**config.mk**
```make
export PLATFORM = sky130hd
export DESIGN_NAME = cg_ctrl_bytes
export DESIGN_NICKNAME = d
export VERILOG_FILES = /design/src/cg_watchdog.v /design/src/cg_ctrl_bytes.v
export VERILOG_INCLUDE_DIRS = /design/src
export SDC_FILE = /design/constraint.sdc
export NUM_CORES = 1
export LEC_CHECK = 0
export BUFFER_PORTS_ARGS = -buffer_cell sky130_fd_sc_hd__buf_2
export CAP_MARGIN = 10
export CORE_MARGIN = 2
export CORE_UTILIZATION = 50
export CTS_BUF_LIST = sky130_fd_sc_hd__clkbuf_4
export DETAILED_ROUTE_END_ITERATION = 8
export HOLD_SLACK_MARGIN = 0.08
export PLACE_DENSITY = 0.82
export RECOVER_POWER = 25
export SLEW_MARGIN = 25
export SYNTH_ARGS = -nofsm -noshare
export SYNTH_HDL_FRONTEND = slang
export SYNTH_SLANG_ARGS = --single-unit
```
**constraint.sdc**
```tcl
create_clock -name core_clk -period 2.4 [get_ports core_clk]
set_input_delay 0.24 -clock core_clk [delete_from_list [all_inputs] [get_ports core_clk]]
set_output_delay 0.24 -clock core_clk [all_outputs]
set_load 0.02 [all_outputs]
```
**src/cg_ctrl_map.vh**
```
// offsets, field positions, reset values and timing counts of the control bytes
`ifndef CG_CTRL_MAP_VH
`define CG_CTRL_MAP_VH

// byte offsets on the management bus
`define CG_OFF_IDENT 8'h07
`define CG_OFF_SPREAD 8'h08
`define CG_OFF_DYNSEL 8'h09
`define CG_OFF_WDOG 8'h0a
`define CG_OFF_NLOW 8'h0b
`define CG_OFF_NHIGH_M 8'h0c

// spread and drive byte fields
`define CG_B8_CPU_DEPTH 7
`define CG_B8_CPU_SHAPE 6
`define CG_B8_SRC_ON 5
`define CG_B8_SRC_DEPTH 4
`define CG_B8_USB_DRV 2
`define CG_B8_PCI_DRV 1
`define CG_B8_WR_MASK 8'hf6
`define CG_B8_RESET 8'h06

// dynamic frequency and soft select byte fields
`define CG_B9_CEIL_HI 7
`define CG_B9_CEIL_LO 5
`define CG_B9_DF_ON 4
`define CG_B9_SEL_HI 3
`define CG_B9_RESET 8'h00

// watchdog byte fields
`define CG_B10_RECOV 7
`define CG_B10_TSEL 6
`define CG_B10_SCALE 5
`define CG_B10_ALARM 4
`define CG_B10_PER_HI 3
`define CG_B10_PER_LO 1
`define CG_B10_ENABLE 0
`define CG_B10_SCALE_RST 1'b1

// divider byte fields
`define CG_B12_N8 7

// watchdog time units counted in 20 MHz clocks, reset pulse in clocks
`define CG_WD_SHORT_CYC 26'h059b8c0
`define CG_WD_LONG_CYC 26'h2ca1c80
`define CG_RST_PULSE_CYC 8'h40

// device address and identity (arbitrary values)
`define CG_DEV_ADDR 7'h2a
`define CG_REV_CODE 4'h3
`define CG_VEN_CODE 4'h5

`endif

```
**src/cg_watchdog.v**
```verilog
// watchdog timer: period count, timeout event, reset pulse and reload request
`timescale 1ns/100ps
module cg_watchdog #(
  parameter CW = 26,
  parameter [CW-1:0] SHORT_CYC = 26'd5880000,
  parameter [CW-1:0] LONG_CYC = 26'd46800000,
  parameter [7:0] PULSE_CYC = 8'd64
)(
  input wire core_clk, // system clock
  input wire rstn, // async reset, active low
  input wire start, // pulse: load period and run
  input wire run, // level: watchdog enabled
  input wire [2:0] period_code, // units to count, 000 is test mode
  input wire long_scale, // 1 selects long time unit
  input wire reset_only, // 1: reset only, 0: reset and reload
  output wire expire, // pulse: period counted out
  output wire system_reset_out_n, // reset to system, active low
  output reg recovery_reload // pulse: reload recovery frequency
);

reg active_reg;
reg [2:0] units_reg;
reg [CW-1:0] tick_reg;
reg [7:0] pulse_reg;
reg expire_reg;
wire test_mode;
wire [CW-1:0] unit_len;

assign test_mode = (period_code == 3'b000);
// test mode counts a single clock as its unit
assign unit_len = test_mode ? {{(CW-1){1'b0}}, 1'b1} :
  (long_scale ? LONG_CYC : SHORT_CYC);
assign expire = expire_reg;
assign system_reset_out_n = (pulse_reg == 8'h00);

// unit ticks and remaining units
always @(posedge core_clk or negedge rstn)
begin
  if (!rstn)
  begin
    active_reg <= 1'b0;
    units_reg <= 3'h0;
    tick_reg <= {CW{1'b0}};
    expire_reg <= 1'b0;
  end
  else
  begin
    expire_reg <= 1'b0;
    if (start)
    begin
      active_reg <= 1'b1;
      units_reg <= test_mode ? 3'h1 : period_code;
      tick_reg <= unit_len - {{(CW-1){1'b0}}, 1'b1};
    end
    else if (!run)
      active_reg <= 1'b0;
    else if (active_reg)
    begin
      if (tick_reg != {CW{1'b0}})
        tick_reg <= tick_reg - {{(CW-1){1'b0}}, 1'b1};
      else if (units_reg <= 3'h1)
      begin
        active_reg <= 1'b0;
        expire_reg <= 1'b1;
      end
      else
      begin
        units_reg <= units_reg - 3'h1;
        tick_reg <= unit_len - {{(CW-1){1'b0}}, 1'b1};
      end
    end
  end
end

// reset pulse and reload request on timeout
always @(posedge core_clk or negedge rstn)
begin
  if (!rstn)
  begin
    pulse_reg <= 8'h00;
    recovery_reload <= 1'b0;
  end
  else
  begin
    recovery_reload <= expire_reg & ~reset_only;
    if (expire_reg)
      pulse_reg <= PULSE_CYC;
    else if (pulse_reg != 8'h00)
      pulse_reg <= pulse_reg - 8'h01;
  end
end

endmodule

```
**src/cg_ctrl_bytes.v**
```verilog
// control bytes 7 to 12 with two-wire slave and watchdog
`timescale 1ns/100ps
`include "cg_ctrl_map.vh"
//////////////////////////////////////////////////////////////////////////////
// Notes on behaviour
// - byte 8 bits 7,6 set cpu spread
// - byte 8 bit 5 switches src spread
// - byte 8 bit 4 sets src depth
// - bits 2,1 drive strength, reset 1x
// - byte 9 ceiling and dynamic enable
// - byte 9 low nibble soft select
// - byte 10 bit 7 recovery source
// - timeout resets, optionally reloads recovery
// - bit 5 time unit, reset long
// - timeout sets alarm flag
// - clearing period field clears alarm
// - period code counts n units, 000 is test mode
// - writing enable loads and starts
// - n and m drive cpu synthesizer
// - ratio from pins or soft select
// - bypass bit picks soft select
// - programmable enable gates synthesizer use
//////////////////////////////////////////////////////////////////////////////
module cg_ctrl_bytes #(
  parameter [25:0] WD_SHORT_CYC = `CG_WD_SHORT_CYC,
  parameter [25:0] WD_LONG_CYC = `CG_WD_LONG_CYC,
  parameter [6:0] DEV_ADDR = `CG_DEV_ADDR,
  parameter [3:0] REV_CODE = `CG_REV_CODE,
  parameter [3:0] VEN_CODE = `CG_VEN_CODE
)(
  input wire core_clk, // system clock, 20 MHz
  input wire rstn, // async reset, active low
  input wire scl_in, // bus clock level
  input wire sda_in, // bus data level
  output wire sda_out, // bus data drive value
  output wire sda_oe, // high while pulling data low
  input wire [4:0] latched_freq_pins, // frequency pins caught at power-up
  input wire pin_select_bypass, // 1 selects soft frequency select
  input wire prog_cpu_on, // programmable cpu frequency enable
  output wire cpu_pll_spread_depth, // 0 half percent, 1 one percent
  output wire cpu_pll_spread_shape, // 0 down, 1 center
  output wire serial_ref_spread_on, // src spread enable
  output wire serial_ref_spread_depth, // src spread depth
  output wire usb_drive_1x, // 48 MHz drive, 0 is 2x
  output wire pci_drive_1x, // 33 MHz drive, 0 is 2x
  output wire [2:0] dyn_freq_ceiling, // dynamic frequency ceiling
  output wire dyn_freq_on, // dynamic frequency enable
  output wire [3:0] soft_freq_select, // software frequency select
  output wire recovery_use_stored, // 1 restores stored recovery value
  output reg [4:0] freq_ratio_select, // ratio source in force
  output reg cpu_synth_in_use, // synthesizer values in force
  output reg [8:0] cpu_synth_multiplier, // n value
  output reg [6:0] cpu_synth_divider, // m value
  output wire timeout_flag, // watchdog alarm
  output wire system_reset_out_n, // system reset, active low
  output wire recovery_reload // pulse: reload recovery frequency
);

//////////////////////////////////////////////////////////////////////////////
// serial slave states
localparam [5:0] ST_IDLE = 6'b000001;
localparam [5:0] ST_DEV = 6'b000010;
localparam [5:0] ST_CMD = 6'b000100;
localparam [5:0] ST_WDATA = 6'b001000;
localparam [5:0] ST_RDATA = 6'b010000;
localparam [5:0] ST_SKIP = 6'b100000;

reg [5:0] state_reg;
reg [5:0] after_ack_reg;
reg [3:0] bit_reg;
reg [7:0] shift_reg;
reg [7:0] ptr_reg;
reg sda_low_reg;
reg scl_last_reg;
reg sda_last_reg;
reg wr_pulse_reg;
reg [7:0] wr_addr_reg;
reg [7:0] wr_data_reg;

// control byte storage
reg [7:0] spread_reg;
reg [7:0] dynsel_reg;
reg recov_reg;
reg tsel_reg;
reg scale_reg;
reg alarm_reg;
reg [2:0] period_reg;
reg wd_on_reg;
reg wd_start_reg;
reg [8:0] n_reg;
reg [6:0] m_reg;
reg [7:0] rd_data;

wire scl_rise;
wire scl_fall;
wire bus_start;
wire bus_stop;
wire wd_expire;
wire wr_wdog;

//////////////////////////////////////////////////////////////////////////////
// bus line edges and conditions
assign scl_rise = scl_in & ~scl_last_reg;
assign scl_fall = ~scl_in & scl_last_reg;
assign bus_start = scl_in & scl_last_reg & sda_last_reg & ~sda_in;
assign bus_stop = scl_in & scl_last_reg & ~sda_last_reg & sda_in;
// open drain: only ever pulls low
assign sda_out = 1'b0;
assign sda_oe = sda_low_reg;

// previous line levels
always @(posedge core_clk or negedge rstn)
begin
  if (!rstn)
  begin
    scl_last_reg <= 1'b1;
    sda_last_reg <= 1'b1;
  end
  else
  begin
    scl_last_reg <= scl_in;
    sda_last_reg <= sda_in;
  end
end

//////////////////////////////////////////////////////////////////////////////
// read multiplexer
always @*
begin
  case (ptr_reg)
    `CG_OFF_IDENT: rd_data = {REV_CODE, VEN_CODE};
    `CG_OFF_SPREAD: rd_data = spread_reg;
    `CG_OFF_DYNSEL: rd_data = dynsel_reg;
    `CG_OFF_WDOG: rd_data = {recov_reg, tsel_reg, scale_reg, alarm_reg,
      period_reg, wd_on_reg};
    `CG_OFF_NLOW: rd_data = n_reg[7:0];
    `CG_OFF_NHIGH_M: rd_data = {n_reg[8], m_reg};
    default: rd_data = 8'h00;
  endcase
end

//////////////////////////////////////////////////////////////////////////////
// byte-level slave: address, command, then data bytes with auto increment
always @(posedge core_clk or negedge rstn)
begin
  if (!rstn)
  begin
    state_reg <= ST_IDLE;
    after_ack_reg <= ST_IDLE;
    bit_reg <= 4'h0;
    shift_reg <= 8'h00;
    ptr_reg <= 8'h00;
    sda_low_reg <= 1'b0;
    wr_pulse_reg <= 1'b0;
    wr_addr_reg <= 8'h00;
    wr_data_reg <= 8'h00;
  end
  else
  begin
    wr_pulse_reg <= 1'b0;
    if (bus_stop)
    begin
      state_reg <= ST_IDLE;
      sda_low_reg <= 1'b0;
    end
    else if (bus_start)
    begin
      state_reg <= ST_DEV;
      bit_reg <= 4'h0;
      sda_low_reg <= 1'b0;
    end
    else if (scl_rise)
    begin
      if (bit_reg < 4'h8)
      begin
        // a read byte shifts out on the falls only
        if (state_reg != ST_RDATA)
          shift_reg <= {shift_reg[6:0], sda_in};
        bit_reg <= bit_reg + 4'h1;
      end
      // host acknowledge of a read byte
      else if (state_reg == ST_RDATA && bit_reg == 4'h9)
      begin
        if (sda_in)
          state_reg <= ST_SKIP;
        else
          ptr_reg <= ptr_reg + 8'h01;
      end
    end
    else if (scl_fall)
    begin
      case (state_reg)
        ST_DEV:
        begin
          if (bit_reg == 4'h8)
          begin
            bit_reg <= 4'h9;
            if (shift_reg[7:1] == DEV_ADDR)
            begin
              sda_low_reg <= 1'b1;
              after_ack_reg <= shift_reg[0] ? ST_RDATA : ST_CMD;
            end
            else
              state_reg <= ST_SKIP;
          end
          else if (bit_reg == 4'h9)
          begin
            bit_reg <= 4'h0;
            state_reg <= after_ack_reg;
            sda_low_reg <= 1'b0;
            if (after_ack_reg == ST_RDATA)
            begin
              shift_reg <= {rd_data[6:0], 1'b0};
              sda_low_reg <= ~rd_data[7];
              bit_reg <= 4'h0;
            end
          end
        end
        ST_CMD, ST_WDATA:
        begin
          if (bit_reg == 4'h8)
          begin
            bit_reg <= 4'h9;
            sda_low_reg <= 1'b1;
            if (state_reg == ST_CMD)
              ptr_reg <= shift_reg;
            else
            begin
              wr_pulse_reg <= 1'b1;
              wr_addr_reg <= ptr_reg;
              wr_data_reg <= shift_reg;
              ptr_reg <= ptr_reg + 8'h01;
            end
          end
          else if (bit_reg == 4'h9)
          begin
            bit_reg <= 4'h0;
            sda_low_reg <= 1'b0;
            state_reg <= ST_WDATA;
          end
        end
        ST_RDATA:
        begin
          if (bit_reg < 4'h8)
          begin
            sda_low_reg <= ~shift_reg[7];
            shift_reg <= {shift_reg[6:0], 1'b0};
          end
          else if (bit_reg == 4'h8)
          begin
            sda_low_reg <= 1'b0;
            bit_reg <= 4'h9;
          end
          else
          begin
            bit_reg <= 4'h0;
            shift_reg <= {rd_data[6:0], 1'b0};
            sda_low_reg <= ~rd_data[7];
          end
        end
        default:
          sda_low_reg <= 1'b0;
      endcase
    end
  end
end

//////////////////////////////////////////////////////////////////////////////
// register writes
assign wr_wdog = wr_pulse_reg && (wr_addr_reg == `CG_OFF_WDOG);

always @(posedge core_clk or negedge rstn)
begin
  if (!rstn)
  begin
    spread_reg <= `CG_B8_RESET;
    dynsel_reg <= `CG_B9_RESET;
    recov_reg <= 1'b0;
    tsel_reg <= 1'b0;
    scale_reg <= `CG_B10_SCALE_RST;
    period_reg <= 3'h0;
    wd_on_reg <= 1'b0;
    wd_start_reg <= 1'b0;
    n_reg <= 9'h000;
    m_reg <= 7'h00;
  end
  else
  begin
    wd_start_reg <= 1'b0;
    if (wr_pulse_reg)
    begin
      case (wr_addr_reg)
        // spread fields, reserved bits stay zero
        `CG_OFF_SPREAD: spread_reg <= wr_data_reg & `CG_B8_WR_MASK;
        `CG_OFF_DYNSEL: dynsel_reg <= wr_data_reg;
        `CG_OFF_WDOG:
        begin
          recov_reg <= wr_data_reg[`CG_B10_RECOV];
          tsel_reg <= wr_data_reg[`CG_B10_TSEL];
          scale_reg <= wr_data_reg[`CG_B10_SCALE];
          period_reg <= wr_data_reg[`CG_B10_PER_HI:`CG_B10_PER_LO];
          wd_on_reg <= wr_data_reg[`CG_B10_ENABLE];
          // a written one starts the count
          wd_start_reg <= wr_data_reg[`CG_B10_ENABLE];
        end
        `CG_OFF_NLOW: n_reg[7:0] <= wr_data_reg;
        `CG_OFF_NHIGH_M:
        begin
          n_reg[8] <= wr_data_reg[`CG_B12_N8];
          m_reg <= wr_data_reg[6:0];
        end
        default: ;
      endcase
    end
  end
end

//////////////////////////////////////////////////////////////////////////////
// alarm flag: a timeout in the clearing cycle wins
always @(posedge core_clk or negedge rstn)
begin
  if (!rstn)
    alarm_reg <= 1'b0;
  else if (wd_expire)
    alarm_reg <= 1'b1;
  else if (wr_wdog &&
    wr_data_reg[`CG_B10_PER_HI:`CG_B10_PER_LO] == 3'h0)
    alarm_reg <= 1'b0;
end

//////////////////////////////////////////////////////////////////////////////
// control outputs
// cpu spread depth and shape
assign cpu_pll_spread_depth = spread_reg[`CG_B8_CPU_DEPTH];
assign cpu_pll_spread_shape = spread_reg[`CG_B8_CPU_SHAPE];
assign serial_ref_spread_on = spread_reg[`CG_B8_SRC_ON];
assign serial_ref_spread_depth = spread_reg[`CG_B8_SRC_DEPTH];
assign usb_drive_1x = spread_reg[`CG_B8_USB_DRV];
assign pci_drive_1x = spread_reg[`CG_B8_PCI_DRV];
assign dyn_freq_ceiling = dynsel_reg[`CG_B9_CEIL_HI:`CG_B9_CEIL_LO];
assign dyn_freq_on = dynsel_reg[`CG_B9_DF_ON];
assign soft_freq_select = dynsel_reg[`CG_B9_SEL_HI:0];
assign recovery_use_stored = recov_reg;
assign timeout_flag = alarm_reg;

// frequency source selection
always @(posedge core_clk or negedge rstn)
begin
  if (!rstn)
  begin
    freq_ratio_select <= 5'h00;
    cpu_synth_in_use <= 1'b0;
    cpu_synth_multiplier <= 9'h000;
    cpu_synth_divider <= 7'h00;
  end
  else
  begin
    // ratio from pins or soft select
    freq_ratio_select <= pin_select_bypass ?
      {1'b0, dynsel_reg[`CG_B9_SEL_HI:0]} : latched_freq_pins;
    cpu_synth_in_use <= prog_cpu_on;
    // n and m in force when enabled
    cpu_synth_multiplier <= prog_cpu_on ? n_reg : 9'h000;
    cpu_synth_divider <= prog_cpu_on ? m_reg : 7'h00;
  end
end

//////////////////////////////////////////////////////////////////////////////
// watchdog timer
// scale bit picks the time unit
// timer select picks the timeout action
cg_watchdog #(
  .CW(26),
  .SHORT_CYC(WD_SHORT_CYC),
  .LONG_CYC(WD_LONG_CYC),
  .PULSE_CYC(`CG_RST_PULSE_CYC)
) u_wdog (
  .core_clk(core_clk),
  .rstn(rstn),
  .start(wd_start_reg),
  .run(wd_on_reg),
  .period_code(period_reg),
  .long_scale(scale_reg),
  .reset_only(tsel_reg),
  .expire(wd_expire),
  .system_reset_out_n(system_reset_out_n),
  .recovery_reload(recovery_reload)
);

endmodule

```
==> flow_summary.json <==
{
  "gr-total-overflow": 0,
  "status": "finished, violations left",
  "cap_violations": 1,
  "drt-total-wl_um": 20900,
  "gp_congestion": 0.922,
  "power_leakage_nw": 4.54,
  "rsz0062_at_grt": "true",
  "htreeDepth": 4,
  "area_growth_pct": 19.4,
  "hold-path-cell-count": 2,
  "setup_viol": 0,
  "ios": 53,
  "grt_pass1_vias": 6632,
  "grt_max_degree": 63,
  "yosys_register_bits": 150,
  "final_cell_mix": "dfrtp_1 (141), mux2_2 (67), buf_4 (65)",
  "critPathMaxFanout": 4,
  "slowest_stage": "or4_1",
  "yosys_warnings": 0,
  "yosys.area_share.adder_pct": 2.36,
  "p_per_area_nw_per_um2": 601,
  "core_um2": 15700,
  "holdWs_ns": 0.376,
  "dr_total_vias": 6795,
  "die_height_um": 130,
  "antenna_cells": 0,
  "crit_type": "flip-flop to flip-flop",
  "die_area_um2": 16900,
  "synth_nets": 791,
  "synth_area_um2": 7960,
  "synthFlopType": "dfrtp_1",
  "clock_sinks": 150,
  "grt_pass1_wl_um": 33500,
  "largest_reg_flops": 26,
  "crit_required_ns": 2.81,
  "ff2ff_path_depth": 5,
  "num_rows": 46,
  "finalHoldViolCount": 0,
  "drt_iter0_markers": 763,
  "crit_family": "simple AND/OR/NAND/NOR gates",
  "cts_tree": "done",
  "relSlewSlack_pct": -7.42,
  "fmax_mhz": 419,
  "hold_class": "input port to flip-flop",
  "synth_edf_count": 0,
  "end_kind": "flip-flop",
  "synth_compound_area_share_pct": 15.3,
  "firstDrtPassIters": 7,
  "drive_above_1_share_pct": 29.8,
  "path_depth": 5,
  "seq_area_frac_synth_pct": 47.3,
  "synth_area_per_cell_um2": 10.4,
  "clock_latency_ns": 0.56,
  "viasPerCell": 6.13,
  "yosys.area_share.xor_xnor_pct": 1.21,
  "worstMarginPinSlew_ns": 1.61,
  "period_share_pct": 99.5,
  "ys_types": 74,
  "cp_slowest_stage_delay_ns": 0.60,
  "crit_arrival_ns": 2.80,
  "start_kind": "flip-flop",
  "synth-simple-area-share_pct": 18.1,
  "antenna_found_initial": 0,
  "muxShareOfSynthArea_pct": 12.0,
  "dpl_worst_slack_ns": -0.0185,
  "worstPathCellList": "or4_1 -> or3_1 -> or4_1 -> o32ai_1 -> a22oi_1",
  "port_buffers": 51,
  "maxSlewViolCount": 61,
  "layout_commonest_cell": "dfrtp_1",
  "async_flop_share_pct": 100,
  "drc": 0,
  "fp.dieW_um": 130,
  "grt_usage_pct": 25.4,
  "syn-instance-count": 765,
  "hpwl_um": 14200,
  "cp_common_cell": "or4_1",
  "cts_made_buffers": 17,
  "ant_nets": 0,
  "fin_worst_skew_ns": 0.0246,
  "root_buffer": "clkbuf_4",
  "start_util_pct": 50.7,
  "fin_crit_ns": 2.39,
  "synth_top_family_by_area": "simple AND/OR/NAND/NOR gates",
  "wire_per_inst_um": 18.9,
  "clkSlewWorstSetupHoldPaths_ns": 0.15,
  "violations": "max-capacitance violations, max-slew violations",
  "peakVddDrop_uv": 633,
  "path_buf_inv": 0,
  "cts.path.max_buffers": 2,
  "final_nets": 905,
  "setup_slack_ns": 0.0128
}
[worst register-to-register path: cells and delay by family, from the launching register on]
kind | cells | cell delay, ns
simple gates | 3 | 1.38
compound gates | 2 | 0.42
flops | 1 | 0.44
[synth_stat cells, drive strengths merged (3+ instances only)]
library cell	number	area [µm²]
nor4bb	4	40.0
nor3	27	135
a211oi	8	60.1
or2	3	18.8
o31ai	9	72.6
a22oi	6	45.0
a222oi	5	50.1
a22o	14	123
or4	17	139
buf	11	57.6
mux2	67	754
nand4	9	56.3
o21ai	30	150
clkbuf	32	120
dfrtp	143	3580
o22ai	17	106
xor2	3	26.3
and2	20	125
o2bb2ai	8	70.1
nand3	18	90.1
ha	15	188
nor2b	6	37.5
xnor2	8	70.1
a31o	5	43.8
mux2i	20	200
nand2	40	150
nor4b	7	61.3
dfstp	7	184
a32o	4	40.0
a21oi	28	140
nand2b	11	68.8
nor3b	4	30.0
a31oi	11	68.8
nor4	21	168
a221oi	3	26.3
nor2	45	176
inv	32	120
or3	12	75.1
[routing by layer]
metal | share of wire, % | track usage, %
met4 | 2.0 | 9.42
met5 | 0 | 0
met3 | 6.0 | 6.27
met1 | 41 | 32.3
met2 | 51 | 42.3
[cell families after synthesis]
kind of cell	count (synthesis)
buffers and inverters	75
adder cells (fa/ha/maj)	15
AND/OR/NAND/NOR	253
AO/OA/AOI/OAI	173
other	1
XOR/XNOR	11
multiplexers	87
flip-flops	150
[worst paths after layout]
path                                           startpoint                               end  slack, ns
setup / recovery           u_wdog.tick_reg[6]$_DFFE_PN0P_   u_wdog.tick_reg[16]$_DFFE_PN0P_       0.01
hold reg to reg                      tsel_reg$_DFFE_PN0P_  u_wdog.recovery_reload$_DFF_PN0_       0.49
setup reg to reg           u_wdog.tick_reg[6]$_DFFE_PN0P_   u_wdog.tick_reg[16]$_DFFE_PN0P_       0.01
min in group asynchronous                            rstn   u_wdog.pulse_reg[6]$_DFFE_PN0P_       0.61
max in group asynchronous                            rstn    u_wdog.tick_reg[3]$_DFFE_PN0P_       0.72
hold / removal                                     scl_in            scl_last_reg$_DFF_PN1_       0.38
[repair_timing]
item | in CTS | in global routing
setup buffers | 5 | 9
pin swaps | 2 | 10
endpoints found under the setup margin | 3 | 43
hold buffers | 14 | 0
endpoints found under the hold margin | 85 | 0
resized for setup | 3 | 28
[where the power goes]
part,total (mW),internal [mW],switching [mW],leakage (nW)
clock,1.64,0.659,0.979,0.154
combinational,1.22,0.524,0.695,2.35
sequential,2.86,2.65,0.204,2.04
total,5.72,3.84,1.88,4.54
[through the flow]
stage	util (%)	TNS, ns	power [mW]	std cells	area (µm²)
6_report	60.5	0	5.72	1108	9510
5_1_grt	60.5	-0.106	5.98	1108	9510
4_1_cts	59.4	-0.0123	5.62	1099	9340
3_5_place_dp	56.3	-0.0185	3.98	1048	8850
3_3_place_gp	56.3	0	3.96	1048	8850
2_1_floorplan	-	-0.378	3.54	765	7980
[layout make-up]
class                   count  area (µm²)
multi-input cells         540        4040
clock buffers              19         143
well taps                 216         270
repair buffers            138        1030
fillers                  1268        6200
clock inverters            13         148
inverters                  32         120
flip-flops and latches    150        3760
No activity file was read; power rests on OpenSTA's default activity.
